==> src/rtl/pjs_cfg.svh <==
// Purpose: constants of the program jog sequencer
// Assumes: 10 MHz clock, byte addresses on APB
// Notes:   times are held in their own unit, cycle counts derived
`ifndef PJS_CFG_SVH
`define PJS_CFG_SVH

// register byte offsets
`define PJS_OFF_PATTERN   8'h00
`define PJS_OFF_DISTANCE  8'h04
`define PJS_OFF_SPEED     8'h08
`define PJS_OFF_RAMP      8'h0c
`define PJS_OFF_WAIT      8'h10
`define PJS_OFF_REPEAT    8'h14
`define PJS_OFF_CONTROL   8'h18
`define PJS_OFF_STATUS    8'h1c

// control register bit positions
`define PJS_CTL_DIRSEL    0
`define PJS_CTL_KEY_FWD   1
`define PJS_CTL_KEY_REV   2
`define PJS_CTL_KEY_PWR   3

// reset values
`define PJS_RST_PATTERN   3'h0
`define PJS_RST_DISTANCE  31'h0000_8000
`define PJS_RST_SPEED     14'h01f4
`define PJS_RST_RAMP      14'h0064
`define PJS_RST_WAIT      14'h0064
`define PJS_RST_REPEAT    10'h001

// accepted ranges
`define PJS_MAX_PATTERN   3'h5
`define PJS_MIN_DISTANCE  31'h0000_0001
`define PJS_MAX_DISTANCE  31'h4000_0000
`define PJS_MIN_SPEED     14'h0001
`define PJS_MAX_SPEED     14'h2710
`define PJS_MIN_RAMP      14'h0002
`define PJS_MAX_RAMP      14'h2710
`define PJS_MAX_WAIT      14'h2710
`define PJS_MAX_REPEAT    10'h3e8

// timing
`define PJS_CLK_PERIOD_NS 100
`define PJS_MS_NS         1000000
`define PJS_CYC_PER_MS    ((`PJS_MS_NS + `PJS_CLK_PERIOD_NS - 1) / `PJS_CLK_PERIOD_NS)
`define PJS_END_SHOW_MS   14'h03e8

`endif

==> src/rtl/pjs_pkg.sv <==
// Purpose: types of the program jog sequencer
// Assumes: nothing
// Notes:   state codes are gray along idle, wait, move, end
package pjs_pkg;

   typedef enum logic [1:0] {
      PJS_IDLE = 2'h0,
      PJS_WAIT = 2'h1,
      PJS_MOVE = 2'h3,
      PJS_END  = 2'h2
   } pjs_state_t;

   typedef struct packed {
      logic        busy;
      logic        done;
      logic [13:0] remaining;
      logic [31:0] prescale;
   } pjs_timer_t;

   typedef struct packed {
      pjs_state_t  state;
      logic [2:0]  pattern;
      logic [30:0] distance;
      logic [13:0] speed;
      logic [13:0] ramp;
      logic [13:0] wait_ms;
      logic [9:0]  repeat_cnt;
      logic        dir_sel;
      logic        power;
      logic        end_ind;
      logic        second_half;
      logic        leg;
      logic [9:0]  reps_done;
      logic        move_req;
      logic        move_dir_up;
      logic        wait_start;
      logic        end_start;
      logic [31:0] prdata;
   } pjs_top_t;

endpackage

==> src/rtl/pjs_sequencer.sv <==
// Purpose: automatic test motion program sequencer for a linear axis
// Assumes: APB slave, 10 MHz clock, move_done pulses once per finished move
// Notes:   keys arrive as writes to the control register
`include "pjs_cfg.svh"
module pjs_sequencer import pjs_pkg::*; #(
   parameter int CYC_PER_MS = `PJS_CYC_PER_MS
) (
   // clock and reset
   input  wire logic        clock,
   input  wire logic        rst_b,
   // apb slave
   input  wire logic        psel,
   input  wire logic        penable,
   input  wire logic        pwrite,
   input  wire logic [7:0]  paddr,
   input  wire logic [31:0] pwdata,
   output logic [31:0]      prdata,
   output logic             pready,
   output logic             pslverr,
   // position control path
   output logic             servo_power,
   output logic             move_req,
   output logic             move_dir_up,
   output logic [30:0]      move_distance,
   output logic [13:0]      move_speed,
   output logic [13:0]      ramp_time,
   input  wire logic        move_done,
   // status
   output logic             end_indication,
   output logic             seq_active
);

   pjs_top_t s;
   pjs_top_t next_s;

   logic       wait_done;
   logic       end_done;
   logic       forward;
   logic       dir_up;
   logic       two_leg;
   logic       two_half;
   logic       first_forward;
   logic       first_dir_up;
   logic       first_two_leg;
   logic       first_two_half;
   logic       acc;
   logic       wr;
   logic       mapped;
   logic       range_ok;
   logic       key_fwd;
   logic       key_rev;
   logic       key_pwr;
   logic       endless;
   logic [9:0] reps_next;
   logic [31:0] rd_val;

   // wait interval timer
   pjs_ms_timer #(
      .CYC_PER_MS (CYC_PER_MS)
   ) u_wait_timer (
      .clock   (clock),
      .rst_b   (rst_b),
      .start   (s.wait_start),
      .load_ms (s.wait_ms),
      .done    (wait_done),
      .busy    ()
   );

   // end indication timer
   pjs_ms_timer #(
      .CYC_PER_MS (CYC_PER_MS)
   ) u_end_timer (
      .clock   (clock),
      .rst_b   (rst_b),
      .start   (s.end_start),
      .load_ms (`PJS_END_SHOW_MS),
      .done    (end_done),
      .busy    ()
   );

   // step being run now
   pjs_step_planner u_plan_now (
      .pattern     (s.pattern),
      .second_half (s.second_half),
      .leg         (s.leg),
      .dir_sel     (s.dir_sel),
      .forward     (forward),
      .dir_up      (dir_up),
      .two_leg     (two_leg),
      .two_half    (two_half)
   );

   // first step of the pattern, for the start key
   pjs_step_planner u_plan_first (
      .pattern     (s.pattern),
      .second_half (1'b0),
      .leg         (1'b0),
      .dir_sel     (s.dir_sel),
      .forward     (first_forward),
      .dir_up      (first_dir_up),
      .two_leg     (first_two_leg),
      .two_half    (first_two_half)
   );

   // bus decode and range check
   always_comb begin
      acc      = psel && penable;
      wr       = acc && pwrite;
      mapped   = (paddr[1:0] == 2'h0) && (paddr <= `PJS_OFF_STATUS);
      range_ok = 1'b1;
      if (pwrite) begin
         case (paddr)
            `PJS_OFF_PATTERN:  range_ok = pwdata <= 32'(`PJS_MAX_PATTERN);
            `PJS_OFF_DISTANCE: range_ok = (pwdata >= 32'(`PJS_MIN_DISTANCE))
                                       && (pwdata <= 32'(`PJS_MAX_DISTANCE));
            `PJS_OFF_SPEED:    range_ok = (pwdata >= 32'(`PJS_MIN_SPEED))
                                       && (pwdata <= 32'(`PJS_MAX_SPEED));
            `PJS_OFF_RAMP:     range_ok = (pwdata >= 32'(`PJS_MIN_RAMP))
                                       && (pwdata <= 32'(`PJS_MAX_RAMP));
            `PJS_OFF_WAIT:     range_ok = pwdata <= 32'(`PJS_MAX_WAIT);
            `PJS_OFF_REPEAT:   range_ok = pwdata <= 32'(`PJS_MAX_REPEAT);
            `PJS_OFF_STATUS:   range_ok = 1'b0;
            default:           range_ok = 1'b1;
         endcase
      end
      key_fwd = wr && mapped && (paddr == `PJS_OFF_CONTROL) && pwdata[`PJS_CTL_KEY_FWD];
      key_rev = wr && mapped && (paddr == `PJS_OFF_CONTROL) && pwdata[`PJS_CTL_KEY_REV];
      key_pwr = wr && mapped && (paddr == `PJS_OFF_CONTROL) && pwdata[`PJS_CTL_KEY_PWR];
   end

   // read mux, sampled in the setup cycle
   always_comb begin
      case (paddr)
         `PJS_OFF_PATTERN:  rd_val = {29'h0, s.pattern};
         `PJS_OFF_DISTANCE: rd_val = {1'h0, s.distance};
         `PJS_OFF_SPEED:    rd_val = {18'h0, s.speed};
         `PJS_OFF_RAMP:     rd_val = {18'h0, s.ramp};
         `PJS_OFF_WAIT:     rd_val = {18'h0, s.wait_ms};
         `PJS_OFF_REPEAT:   rd_val = {22'h0, s.repeat_cnt};
         `PJS_OFF_CONTROL:  rd_val = {31'h0, s.dir_sel};
         `PJS_OFF_STATUS:   rd_val = {6'h0, s.reps_done, 9'h0, s.leg, s.second_half,
                                      endless, s.end_ind, s.power, s.state};
         default:           rd_val = 32'h0;
      endcase
   end

   assign endless   = (s.repeat_cnt == 10'h0) && !two_half;
   assign reps_next = s.reps_done + 10'h1;

   always_comb begin
      next_s            = s;
      next_s.wait_start = 1'b0;
      next_s.end_start  = 1'b0;
      if (psel && !penable) begin
         next_s.prdata = rd_val;
      end

      // register writes, live at once
      if (wr && mapped && range_ok) begin
         case (paddr)
            `PJS_OFF_PATTERN:  next_s.pattern    = pwdata[2:0];
            `PJS_OFF_DISTANCE: next_s.distance   = pwdata[30:0];
            `PJS_OFF_SPEED:    next_s.speed      = pwdata[13:0];
            `PJS_OFF_RAMP:     next_s.ramp       = pwdata[13:0];
            `PJS_OFF_WAIT:     next_s.wait_ms    = pwdata[13:0];
            `PJS_OFF_REPEAT:   next_s.repeat_cnt = pwdata[9:0];
            `PJS_OFF_CONTROL:  next_s.dir_sel    = pwdata[`PJS_CTL_DIRSEL];
            default:           next_s.dir_sel    = s.dir_sel;
         endcase
      end

      case (s.state)
         PJS_IDLE: begin
            if (s.power && ((key_fwd && first_forward) || (key_rev && !first_forward))) begin
               next_s.second_half = 1'b0;
               next_s.leg         = 1'b0;
               next_s.reps_done   = 10'h0;
               if (first_two_half && s.repeat_cnt == 10'h0) begin
                  next_s.state     = PJS_END;
                  next_s.end_ind   = 1'b1;
                  next_s.end_start = 1'b1;
               end else begin
                  next_s.state      = PJS_WAIT;
                  next_s.wait_start = 1'b1;
               end
            end
         end
         PJS_WAIT: begin
            if (wait_done) begin
               next_s.state       = PJS_MOVE;
               next_s.move_req    = 1'b1;
               next_s.move_dir_up = dir_up;
            end
         end
         PJS_MOVE: begin
            if (move_done) begin
               next_s.move_req   = 1'b0;
               next_s.state      = PJS_WAIT;
               next_s.wait_start = 1'b1;
               if (two_leg && !s.leg) begin
                  next_s.leg = 1'b1;
               end else begin
                  next_s.leg = 1'b0;
                  if (endless) begin
                     next_s.reps_done = reps_next;
                  end else if (reps_next >= s.repeat_cnt) begin
                     if (two_half && !s.second_half) begin
                        next_s.second_half = 1'b1;
                        next_s.reps_done   = 10'h0;
                     end else begin
                        next_s.state      = PJS_END;
                        next_s.wait_start = 1'b0;
                        next_s.end_ind    = 1'b1;
                        next_s.end_start  = 1'b1;
                     end
                  end else begin
                     next_s.reps_done = reps_next;
                  end
               end
            end
         end
         PJS_END: begin
            if (end_done) begin
               next_s.state       = PJS_IDLE;
               next_s.end_ind     = 1'b0;
               next_s.second_half = 1'b0;
               next_s.leg         = 1'b0;
            end
         end
         default: begin
            next_s.state = PJS_IDLE;
         end
      endcase

      // power toggle key wins over everything
      if (key_pwr) begin
         if (s.power) begin
            next_s.power       = 1'b0;
            next_s.state       = PJS_IDLE;
            next_s.move_req    = 1'b0;
            next_s.end_ind     = 1'b0;
            next_s.wait_start  = 1'b0;
            next_s.end_start   = 1'b0;
            next_s.second_half = 1'b0;
            next_s.leg         = 1'b0;
         end else if (s.state == PJS_IDLE) begin
            next_s.power = 1'b1;
         end
      end
   end

   always_ff @(posedge clock) begin
      if (!rst_b) begin
         s            <= '0;
         s.state      <= PJS_IDLE;
         s.pattern    <= `PJS_RST_PATTERN;
         s.distance   <= `PJS_RST_DISTANCE;
         s.speed      <= `PJS_RST_SPEED;
         s.ramp       <= `PJS_RST_RAMP;
         s.wait_ms    <= `PJS_RST_WAIT;
         s.repeat_cnt <= `PJS_RST_REPEAT;
      end else begin
         s <= next_s;
      end
   end

   // apb answer in the access phase, no wait states
   assign pready  = psel && penable;
   assign pslverr = acc && (!mapped || !range_ok);
   assign prdata  = s.prdata;

   assign servo_power    = s.power;
   assign move_req       = s.move_req;
   assign move_dir_up    = s.move_dir_up;
   assign move_distance  = s.distance;
   assign move_speed     = s.speed;
   assign ramp_time      = s.ramp;
   assign end_indication = s.end_ind;
   assign seq_active     = (s.state == PJS_WAIT) || (s.state == PJS_MOVE);

endmodule

==> src/rtl/pjs_ms_timer.sv <==
// Purpose: millisecond down timer with its own prescaler
// Assumes: start is a one-cycle pulse
// Notes:   a start while busy restarts the count
`include "pjs_cfg.svh"
module pjs_ms_timer import pjs_pkg::*; #(
   parameter int CYC_PER_MS = `PJS_CYC_PER_MS
) (
   // clock and reset
   input  wire logic        clock,
   input  wire logic        rst_b,
   // control
   input  wire logic        start,
   input  wire logic [13:0] load_ms,
   // result
   output logic             done,
   output logic             busy
);

   pjs_timer_t s;
   pjs_timer_t next_s;

   always_comb begin
      next_s      = s;
      next_s.done = 1'b0;
      if (start) begin
         next_s.busy      = 1'b1;
         next_s.remaining = load_ms;
         next_s.prescale  = 32'h0;
      end else if (s.busy) begin
         if (s.remaining == 14'h0) begin
            next_s.busy = 1'b0;
            next_s.done = 1'b1;
         end else if (s.prescale == 32'(CYC_PER_MS - 1)) begin
            next_s.prescale  = 32'h0;
            next_s.remaining = s.remaining - 14'h1;
         end else begin
            next_s.prescale = s.prescale + 32'h1;
         end
      end
   end

   always_ff @(posedge clock) begin
      if (!rst_b) begin
         s <= '0;
      end else begin
         s <= next_s;
      end
   end

   assign done = s.done;
   assign busy = s.busy;

endmodule

==> src/rtl/pjs_step_planner.sv <==
// Purpose: direction and shape of the current step of a pattern
// Assumes: pattern already limited to 0..5
// Notes:   purely combinational
module pjs_step_planner import pjs_pkg::*; (
   // position within the pattern
   input  wire logic [2:0] pattern,
   input  wire logic       second_half,
   input  wire logic       leg,
   input  wire logic       dir_sel,
   // plan
   output logic            forward,
   output logic            dir_up,
   output logic            two_leg,
   output logic            two_half
);

   always_comb begin
      case (pattern)
         3'h0:    forward = 1'b1;
         3'h1:    forward = 1'b0;
         3'h2:    forward = !second_half;
         3'h3:    forward = second_half;
         3'h4:    forward = !leg;
         3'h5:    forward = leg;
         default: forward = 1'b1;
      endcase
      two_leg  = (pattern == 3'h4) || (pattern == 3'h5);
      two_half = (pattern == 3'h2) || (pattern == 3'h3);
      dir_up   = forward ^ dir_sel;
   end

endmodule

==> config.mk <==
export PLATFORM = sky130hd
export DESIGN_NAME = pjs_sequencer
export DESIGN_NICKNAME = d
export VERILOG_FILES = /design/src/rtl/pjs_pkg.sv /design/src/rtl/pjs_sequencer.sv /design/src/rtl/pjs_ms_timer.sv /design/src/rtl/pjs_step_planner.sv
export VERILOG_INCLUDE_DIRS = /design/src /design/src/rtl
export SDC_FILE = /design/constraint.sdc
export NUM_CORES = 1
export LEC_CHECK = 0
export ABC_AREA = 0
export BUFFER_PORTS_ARGS = -buffer_cell sky130_fd_sc_hd__buf_4
export CELL_PAD_IN_SITES_DETAIL_PLACEMENT = 1
export CELL_PAD_IN_SITES_GLOBAL_PLACEMENT = 2
export CORE_MARGIN = 8
export CORE_UTILIZATION = 39
export DETAILED_ROUTE_END_ITERATION = 6
export GPL_ROUTABILITY_DRIVEN = 0
export PLACE_DENSITY = 0.92
export SYNTH_ARGS = -nofsm -noshare
export SYNTH_HDL_FRONTEND = slang
export SYNTH_SLANG_ARGS = --single-unit
==> constraint.sdc <==
create_clock -name clock -period 6.6 [get_ports clock]
set_input_delay 1.32 -clock clock [delete_from_list [all_inputs] [get_ports clock]]
set_output_delay 1.32 -clock clock [all_outputs]
set_load 0.01 [all_outputs]
==> metrics.cfg, run 1 <==
[status]
status=complete, no violations

[route]
viasPerCell=5.396
drcViolationCount=0
wire_per_inst_um=19.31
drt_first_pass_iters=4
ant_nets=0
initialDrtViolationCount=531
drt_wl_total_um=35200
num_vias=9837

[sta]
finalMaxSlewViolations=0
rsz0062_at_grt=no
finClkSkew_ps=9.395
finalSetupTns_ps=0
tightest_slew_ps=1222
fin_crit_ps=5123
max_freq_ghz=0.1952
hold_violations=0
finalSetupViolations=0
final.period_utilization_pct=77.62
relSlewSlack_pct=18.32

[place]
port_buffers=142
dpl.hpwl_um=25770

[power]
pwr-share-comb_pct=7.2
power_frac_seq_pct=43.9
ir_drop_v=0.0001888
netSwitchingPower_mw=0.7718
intPower_mw=2.500
p_leak_nw=5.809
power_frac_clock_pct=49.0
swShare_pct=23.59
power_density_mw_per_mm2=239.3
p_total_mw=3.271

[critical_path]
crit_fanout=7
path_class=in -> out
cp-end-kind=output port
r2r_slack_ps=3340
worstReg2RegEnd=s[45]
worstReg2RegStart=s[38]
required_ps=5280
worstPathArrival_ps=3800
ff2ff_path_depth=11
startpoint_type=input pin

[grt]
grt_first_pass_wirelength_um=55970
antenna_found_initial=0
grt-ovfl-total=0
grt_max_degree=80
grt_pass1_vias=10190
track_usage_pct=18.76

[layout]
multiInputGateArea_mm2=0.006222
drive_gt1_share_pct=16.68
nFillCells=3631
nets=1474
seq_area_mm2=0.004684
diodes=0
areaGrowthSynthToFinish_pct=14.02

[floorplan]
chipWidth_um=191.3
ioPinCount=144
initial_utilization_pct=39.40
core_mm2=0.03043
fp.dieH_um=191.3
die-area_mm2=0.03660
row_count=64

[synth]
yosysWarnings=0
ys_top_cells_by_count=dfxtp_1, nand2_1, nor2_1
synth-main-ff-cell=dfxtp_1
seq_area_frac_synth_pct=39.08
yosysMostFrequentCell=dfxtp_1
syn_nets=1444
synth_cell_types=77
avgSynthCellArea_um2=8.706
ys_ff_latch=234
syn-cell-area_mm2=0.01199
synth_area_leader_cell=dfxtp_1
netlist.area_leader.share_pct=39.08
async_flop_share_pct=0
synthCells=1377
synth_edf_count=0
synth_area_leaders=dfxtp_1, mux2i_1, buf_4

[clock_network]
clk_latency_ps=540
clockBufferDepth=3
ctsRootBufferMaster=clkbuf_16
cts_htree_levels=1
clkSlewWorstSetupHoldPaths_ps=60
post_cts_resized=0
cts.sinks=234
cts_tree=yes
cts-buffers-inserted=28
ctsHoldBuffers=0
postCtsSetupBuffers=0

[worst_hold_path]
whs_endpoint=u_end_timer.done
hold_start=u_end_timer.busy
hp-class=reg -> reg
whs_path_depth=2

[run]
maxCapViolCount=0

cell families after synthesis:
kind of cell	count (synthesis)	synth area share [%]
AO/OA/AOI/OAI	202	11.75
XOR/XNOR	86	6.346
adder cells (fa/ha/maj)	21	2.192
buffers and inverters	191	9.185
AND/OR/NAND/NOR	543	22.90
multiplexers	99	8.517
flip-flops	234	39.08
other	1	0.03128
per-stage QoR:
step           std cells  hold WS [ps]  setup slack (ps)  area [um^2]  utilization (%)
2_1_floorplan       1377         441.4              2430        11990                -
4_1_cts             1823         482.2              1384        13670            44.92
6_report            1823         478.3              1477        13670            44.92
3_5_place_dp        1773         473.2              1384        12700            41.74
5_1_grt             1823         500.1              1230        13670            44.92
3_3_place_gp        1773         455.6              1394        12700            41.74
worst max-delay path by stage:
stage                          to       start
after floorplan           pslverr  pwdata[10]
after global placement    pslverr  pwdata[25]
after detailed placement  pslverr  pwdata[25]
after CTS                 pslverr  pwdata[25]
after global routing      pslverr  pwdata[25]
final                     pslverr  pwdata[25]
cells in the final DEF (no fill, tap or decap), types with 6 or more instances in the layout:
master	synthesis	final
nand2b_1	20	20
mux2i_1	93	93
buf_4	95	155
a21boi_0	14	14
xor2_1	51	51
o21ai_0	47	47
nor3_1	24	24
ha_1	21	21
clkbuf_8	0	7
nor2_1	116	116
a22oi_1	11	11
o211ai_1	6	6
and4_1	8	8
o21a_1	6	6
nor4_1	29	29
nand3_1	43	43
and2_1	15	15
a22o_1	8	8
clkbuf_16	0	29
nand2_1	172	172
a221oi_1	17	17
a21oi_1	41	41
nor2b_1	28	27
nand4_1	24	24
or3_1	8	8
inv_1	35	35
and3_1	18	18
a211oi_1	6	6
dfxtp_1	234	234
a21o_1	9	9
xnor2_1	34	34
registers in the layout, indices dropped and copies added, names as in the netlist, 14 cells and up:
name,count
prdata,31
u_end_timer.s,46
move_distance,31
move_speed,14
ramp_time,14
s,44
u_wait_timer.s,46
per-layer routing:
metal / global-route usage (%) / share of wire [%] / up-vias
li1: - / - / 4765
met1: 23.37 / 44 / 4853
met2: 33.27 / 49 / 168
met3: 2.937 / 3.9 / 51
met4: 4.648 / 2.2 / 0
met5: 0 / 0 / -
worst max-delay path, cell delays in order:
cell	delay [ps]
buf_4	120
nor4_1	510
nand3_1	270
nor4_1	360
mux2i_1	120
nor2b_1	510
o21ai_0	240
and2_1	210
buf_4	140
area by class of cell:
cell class,count,share of cell area (%)
flip-flops and latches,234,34.27
repair buffers,155,8.513
clock buffers,41,6.152
clock inverters,9,0.9246
well taps,396,3.625
multi-input cells,952,45.52
inverters,36,0.9887
power groups by stage:
stage               sequential, mW  combinational, mW  clock [mW]
floorplan                     1.46              0.144           0
global placement              1.47              0.229           0
detailed placement            1.47              0.231           0
CTS                           1.43              0.235        1.64
global route                  1.44              0.257        1.70
finish                        1.44              0.234        1.60
Note: power is estimated with default switching activity, not from simulation.
==> run 2: changes to the inputs <==
Settings changed: CORE_UTILIZATION 39 to 32, PLACE_DENSITY 0.92 to 0.82.
Clock period 6.6 ns to 4.3 ns, I/O delays scaled along.
==> metrics.cfg, run 2 (same netlist as run 1, synthesis figures left out) <==
[status]
status=complete, no violations

[grt]
track_usage_pct=16.36
grt_first_pass_wirelength_um=58610
grt_max_degree=71
grt-ovfl-total=0
antenna_found_initial=1
grt_pass1_vias=10440

[sta]
relSlewSlack_pct=34.45
max_freq_ghz=0.2615
final.period_utilization_pct=88.93
holdWs_ps=470.8
rsz0062_at_grt=no
tightest_slew_ps=975.2
finalSetupViolations=0
finClkSkew_ps=10.49
finalSetupTns_ps=0
fin_crit_ps=3824
finalMaxSlewViolations=0
hold_violations=0

[clock_network]
clkSlewWorstSetupHoldPaths_ps=60
cts_tree=yes
cts-buffers-inserted=28
clk_latency_ps=540
cts.sinks=234
post_cts_resized=0
ctsRootBufferMaster=clkbuf_16
ctsHoldBuffers=0
postCtsSetupBuffers=0
cts_htree_levels=1
clockBufferDepth=3

[critical_path]
path_class=in -> out
cp-end-kind=output port
ff2ff_path_depth=12
worstPathArrival_ps=2960
crit_fanout=2
startpoint_type=input pin
required_ps=3440

[layout]
final_cell_mix=dfxtp_1, nand2_1, buf_4
multiInputGateArea_mm2=0.006222
reg.largest.list=u_end_timer.s (46), u_wait_timer.s (46), s (44)
layout_commonest_cell=dfxtp_1
drive_gt1_share_pct=17.49
areaGrowthSynthToFinish_pct=15.18
nets=1487
seq_area_mm2=0.004684
nFillCells=4359

[floorplan]
ioPinCount=144
initial_utilization_pct=32.13
die-area_mm2=0.04391
row_count=71
fp.dieH_um=209.6
chipWidth_um=209.6
core_mm2=0.03731

[worst_hold_path]
hp-class=reg -> reg
whs_path_depth=2

[route]
drcViolationCount=0
initialDrtViolationCount=511
drt_wl_total_um=36700
wire_per_inst_um=19.14
ant_nets=0
viasPerCell=5.119
drt_first_pass_iters=5
num_vias=9814

[power]
ir_drop_v=0.0003317
p_leak_nw=5.847
power_density_mw_per_mm2=353.6

[run]
maxCapViolCount=0

[place]
port_buffers=142
dpl.hpwl_um=27340

## run 2: changes by cell type in the layout (fill, tap and decap cells not counted), sizes merged
cell | previous run | this run
buf | 155 | 168
diode | 0 | 2
clkbuf | 41 | 42
bufinv | 3 | 0
clkinv | 5 | 7
inv | 36 | 37
## run 2: critical path, stage by stage
cell and delay [ps]:
buf_4 140, nor4_1 360, buf_4 190, nand3_1 240
nor4_1 390, mux2i_1 230, nor2b_1 70, o21ai_0 200
and2_1 160, buf_4 120
## run 2: cell type report
cell class | count | share of cell area [%]
multi-input combinational | 952 | 45.07
sequential | 234 | 33.93
timing repair buffer | 168 | 9.135
clock buffer | 42 | 6.189
tap | 474 | 4.295
inverter | 36 | 0.9787
clock inverter | 9 | 0.3715
antenna | 2 | 0.03625
## run 2: layer usage
layer  track usage (%)  share of wire (%)  up-vias
li1                  -                  -     4795
met1             20.05                 44     4806
met2             28.85                 49      156
met3             2.834                3.8       57
met4             5.006                2.9        0
met5                 0                  0        -
## run 2: power by group
| part | internal (mW) | switching (mW) | leakage, nW |
|---|---|---|---|
| Sequential | 2.19 | 0.0181 | 1.89 |
| Clock | 1.37 | 0.944 | 0.453 |
| Combinational | 0.132 | 0.237 | 3.51 |
## run 2: path summary, 6_finish.rpt
path	startpoint	endpoint	slack [ps]
worst min register to register	prdata[28]	prdata[28]	470
worst max register to register	s[38]	s[40]	1180
worst min-delay path	prdata[28]	prdata[28]	470
worst max-delay path	pwdata[25]	pslverr	480
## run 2: per-stage QoR
stage	cell area, um^2	worst slack, ps	util (%)	total power [mW]	std cells
3_3_place_gp	12900	297.4	34.56	2.618	1864
3_5_place_dp	12900	324.9	34.56	2.619	1864
5_1_grt	13800	229.5	36.99	5.089	1915
4_1_cts	13800	322.3	36.99	4.951	1915
6_report	13810	476.0	37.01	4.882	1917
2_1_floorplan	11990	1050	-	2.465	1377
==> run 3: changes to the inputs <==
Settings changed: CAP_MARGIN set to 10, CELL_PAD_IN_SITES_DETAIL_PLACEMENT 1 to not set, CELL_PAD_IN_SITES_GLOBAL_PLACEMENT 2 to not set, CORE_UTILIZATION 32 to 45, PLACE_DENSITY 0.82 to 0.73.
==> metrics.cfg, run 3 (same netlist as run 1, synthesis figures left out) <==
[worst_hold_path]
hold_start=prdata[30]
whs_path_depth=2
whs_endpoint=prdata[30]
hp-class=reg -> reg

[place]
placed_cell_area_mm2=0.01272
place_ws_ps=496.1
dp_cells=1722
dpl.hpwl_um=23040
port_buffers=142

[power]
power_frac_clock_pct=48.2
pwr-share-comb_pct=7.2
swShare_pct=23.11
intPower_mw=3.793
ir_drop_v=0.0003124
p_leak_nw=5.849
p_total_mw=4.933
power_density_mw_per_mm2=361.5
netSwitchingPower_mw=1.140
power_frac_seq_pct=44.6

[layout]
stdcell_count=1767
nets=1482
drive_gt1_share_pct=17.18
final_util_pct=52.23
areaGrowthSynthToFinish_pct=13.85
final_cell_mix=dfxtp_1, nand2_1, buf_4
diodes=0
final_area_mm2=0.01365
reg.largest.list=u_end_timer.s (46), u_wait_timer.s (46), s (44)
layout_commonest_cell=dfxtp_1

[critical_path]
crit_chain=buf_4, nor4_1, nand3_1, buf_4, nor4_1, mux2i_1, nor2b_1, o21ai_0, and2_1, buf_4
crit_slowest_cell=nor4_1
worstReg2RegEnd=s[40]
r2r_slack_ps=950
worstReg2RegStart=s[39]
path_buf_inv=3
crit_fanout=2
cp_top_family=simple AND/OR/NAND/NOR gates
path_class=in -> out
max_stage_delay_ps=450
startpoint_type=input pin
cp_common_cell=buf_4
required_ps=3440
worstPathArrival_ps=2900
ff2ff_path_depth=11
cp-end-kind=output port

[clock_network]
cts_htree_levels=1
ctsHoldBuffers=0
cts.sinks=234
clockBufferDepth=3
post_cts_resized=0
cts-buffers-inserted=26
ctsRootBufferMaster=clkbuf_16
clk_latency_ps=530
postCtsSetupBuffers=0
cts_tree=yes
clkSlewWorstSetupHoldPaths_ps=60

[sta]
holdWs_ps=468.8
max_freq_ghz=0.2660
relSlewSlack_pct=39.13
hold_violations=0
fin_crit_ps=3759
tightest_slew_ps=905.5
setup_slack_ps=540.8
finClkSkew_ps=14.25
final.period_utilization_pct=87.42
rsz0062_at_grt=no
finalMaxSlewViolations=0
finalSetupViolations=0
finalSetupTns_ps=0

[floorplan]
row_count=59
fp.dieH_um=179.2
core_mm2=0.02613
initial_utilization_pct=45.87
chipWidth_um=179.2
ioPinCount=144
die-area_mm2=0.03212

[grt]
grt_pass1_vias=9516
grt_max_degree=113
grt-ovfl-total=0
track_usage_pct=19.24
grt_first_pass_wirelength_um=50140
antenna_found_initial=0

[status]
status=complete, no violations

[route]
drt_wl_total_um=31530
initialDrtViolationCount=735
ant_nets=0
drt_first_pass_iters=6
drcViolationCount=0
num_vias=9833
viasPerCell=5.565
wire_per_inst_um=17.84

[run]
maxCapViolCount=0

[run 3: cell types whose count changed in the layout (fill, tap and decap cells not counted), sizes merged]
cell,change
bufinv,+4
diode,-2
buf,-3
clkbuf,-7
inv,-1
clkinv,-1
clkinvlp,-1
[run 3: power groups by stage]
stage	logic, mW	clock network [mW]	registers (mW)
2_1_floorplan	0.221	0	2.24
3_3_place_gp	0.346	0	2.25
3_5_place_dp	0.347	0	2.25
4_1_cts	0.351	2.42	2.20
5_1_grt	0.382	2.51	2.20
6_report	0.355	2.38	2.20
[run 3: worst max-delay path by stage]
stage / cells after the start / end / startpoint
final: 10 / pslverr / pwdata[18]
after global routing: 11 / pslverr / pwdata[25]
after CTS: 10 / pslverr / pwdata[18]
after detailed placement: 10 / pslverr / pwdata[18]
after global placement: 10 / pslverr / pwdata[18]
after floorplan: 8 / pslverr / pwdata[10]
[run 3: per-layer routing]
metal / GRT usage, % / wire length, um / vias to the layer above
li1: - / - / 4781
met1: 24.21 / 13690 / 4690
met2: 32.62 / 15100 / 296
met3: 3.602 / 1820 / 66
met4: 6.491 / 923 / 0
met5: 0 / 0 / -
[run 3: area by class of cell]
class	count	area [um^2]
Clock buffer	35	765.7
Clock inverter	10	157.7
Fill cell	2411	12480
Inverter	36	135.1
Multi-Input combinational cell	952	6222
Sequential cell	234	4684
Tap cell	335	419.2
Timing Repair Buffer	165	1264
[run 3: tightest hold or removal path, stage by stage, from the launching register on]
cell	delay (ps)
dfxtp_1	310
nand2_1	50
a21boi_0	60
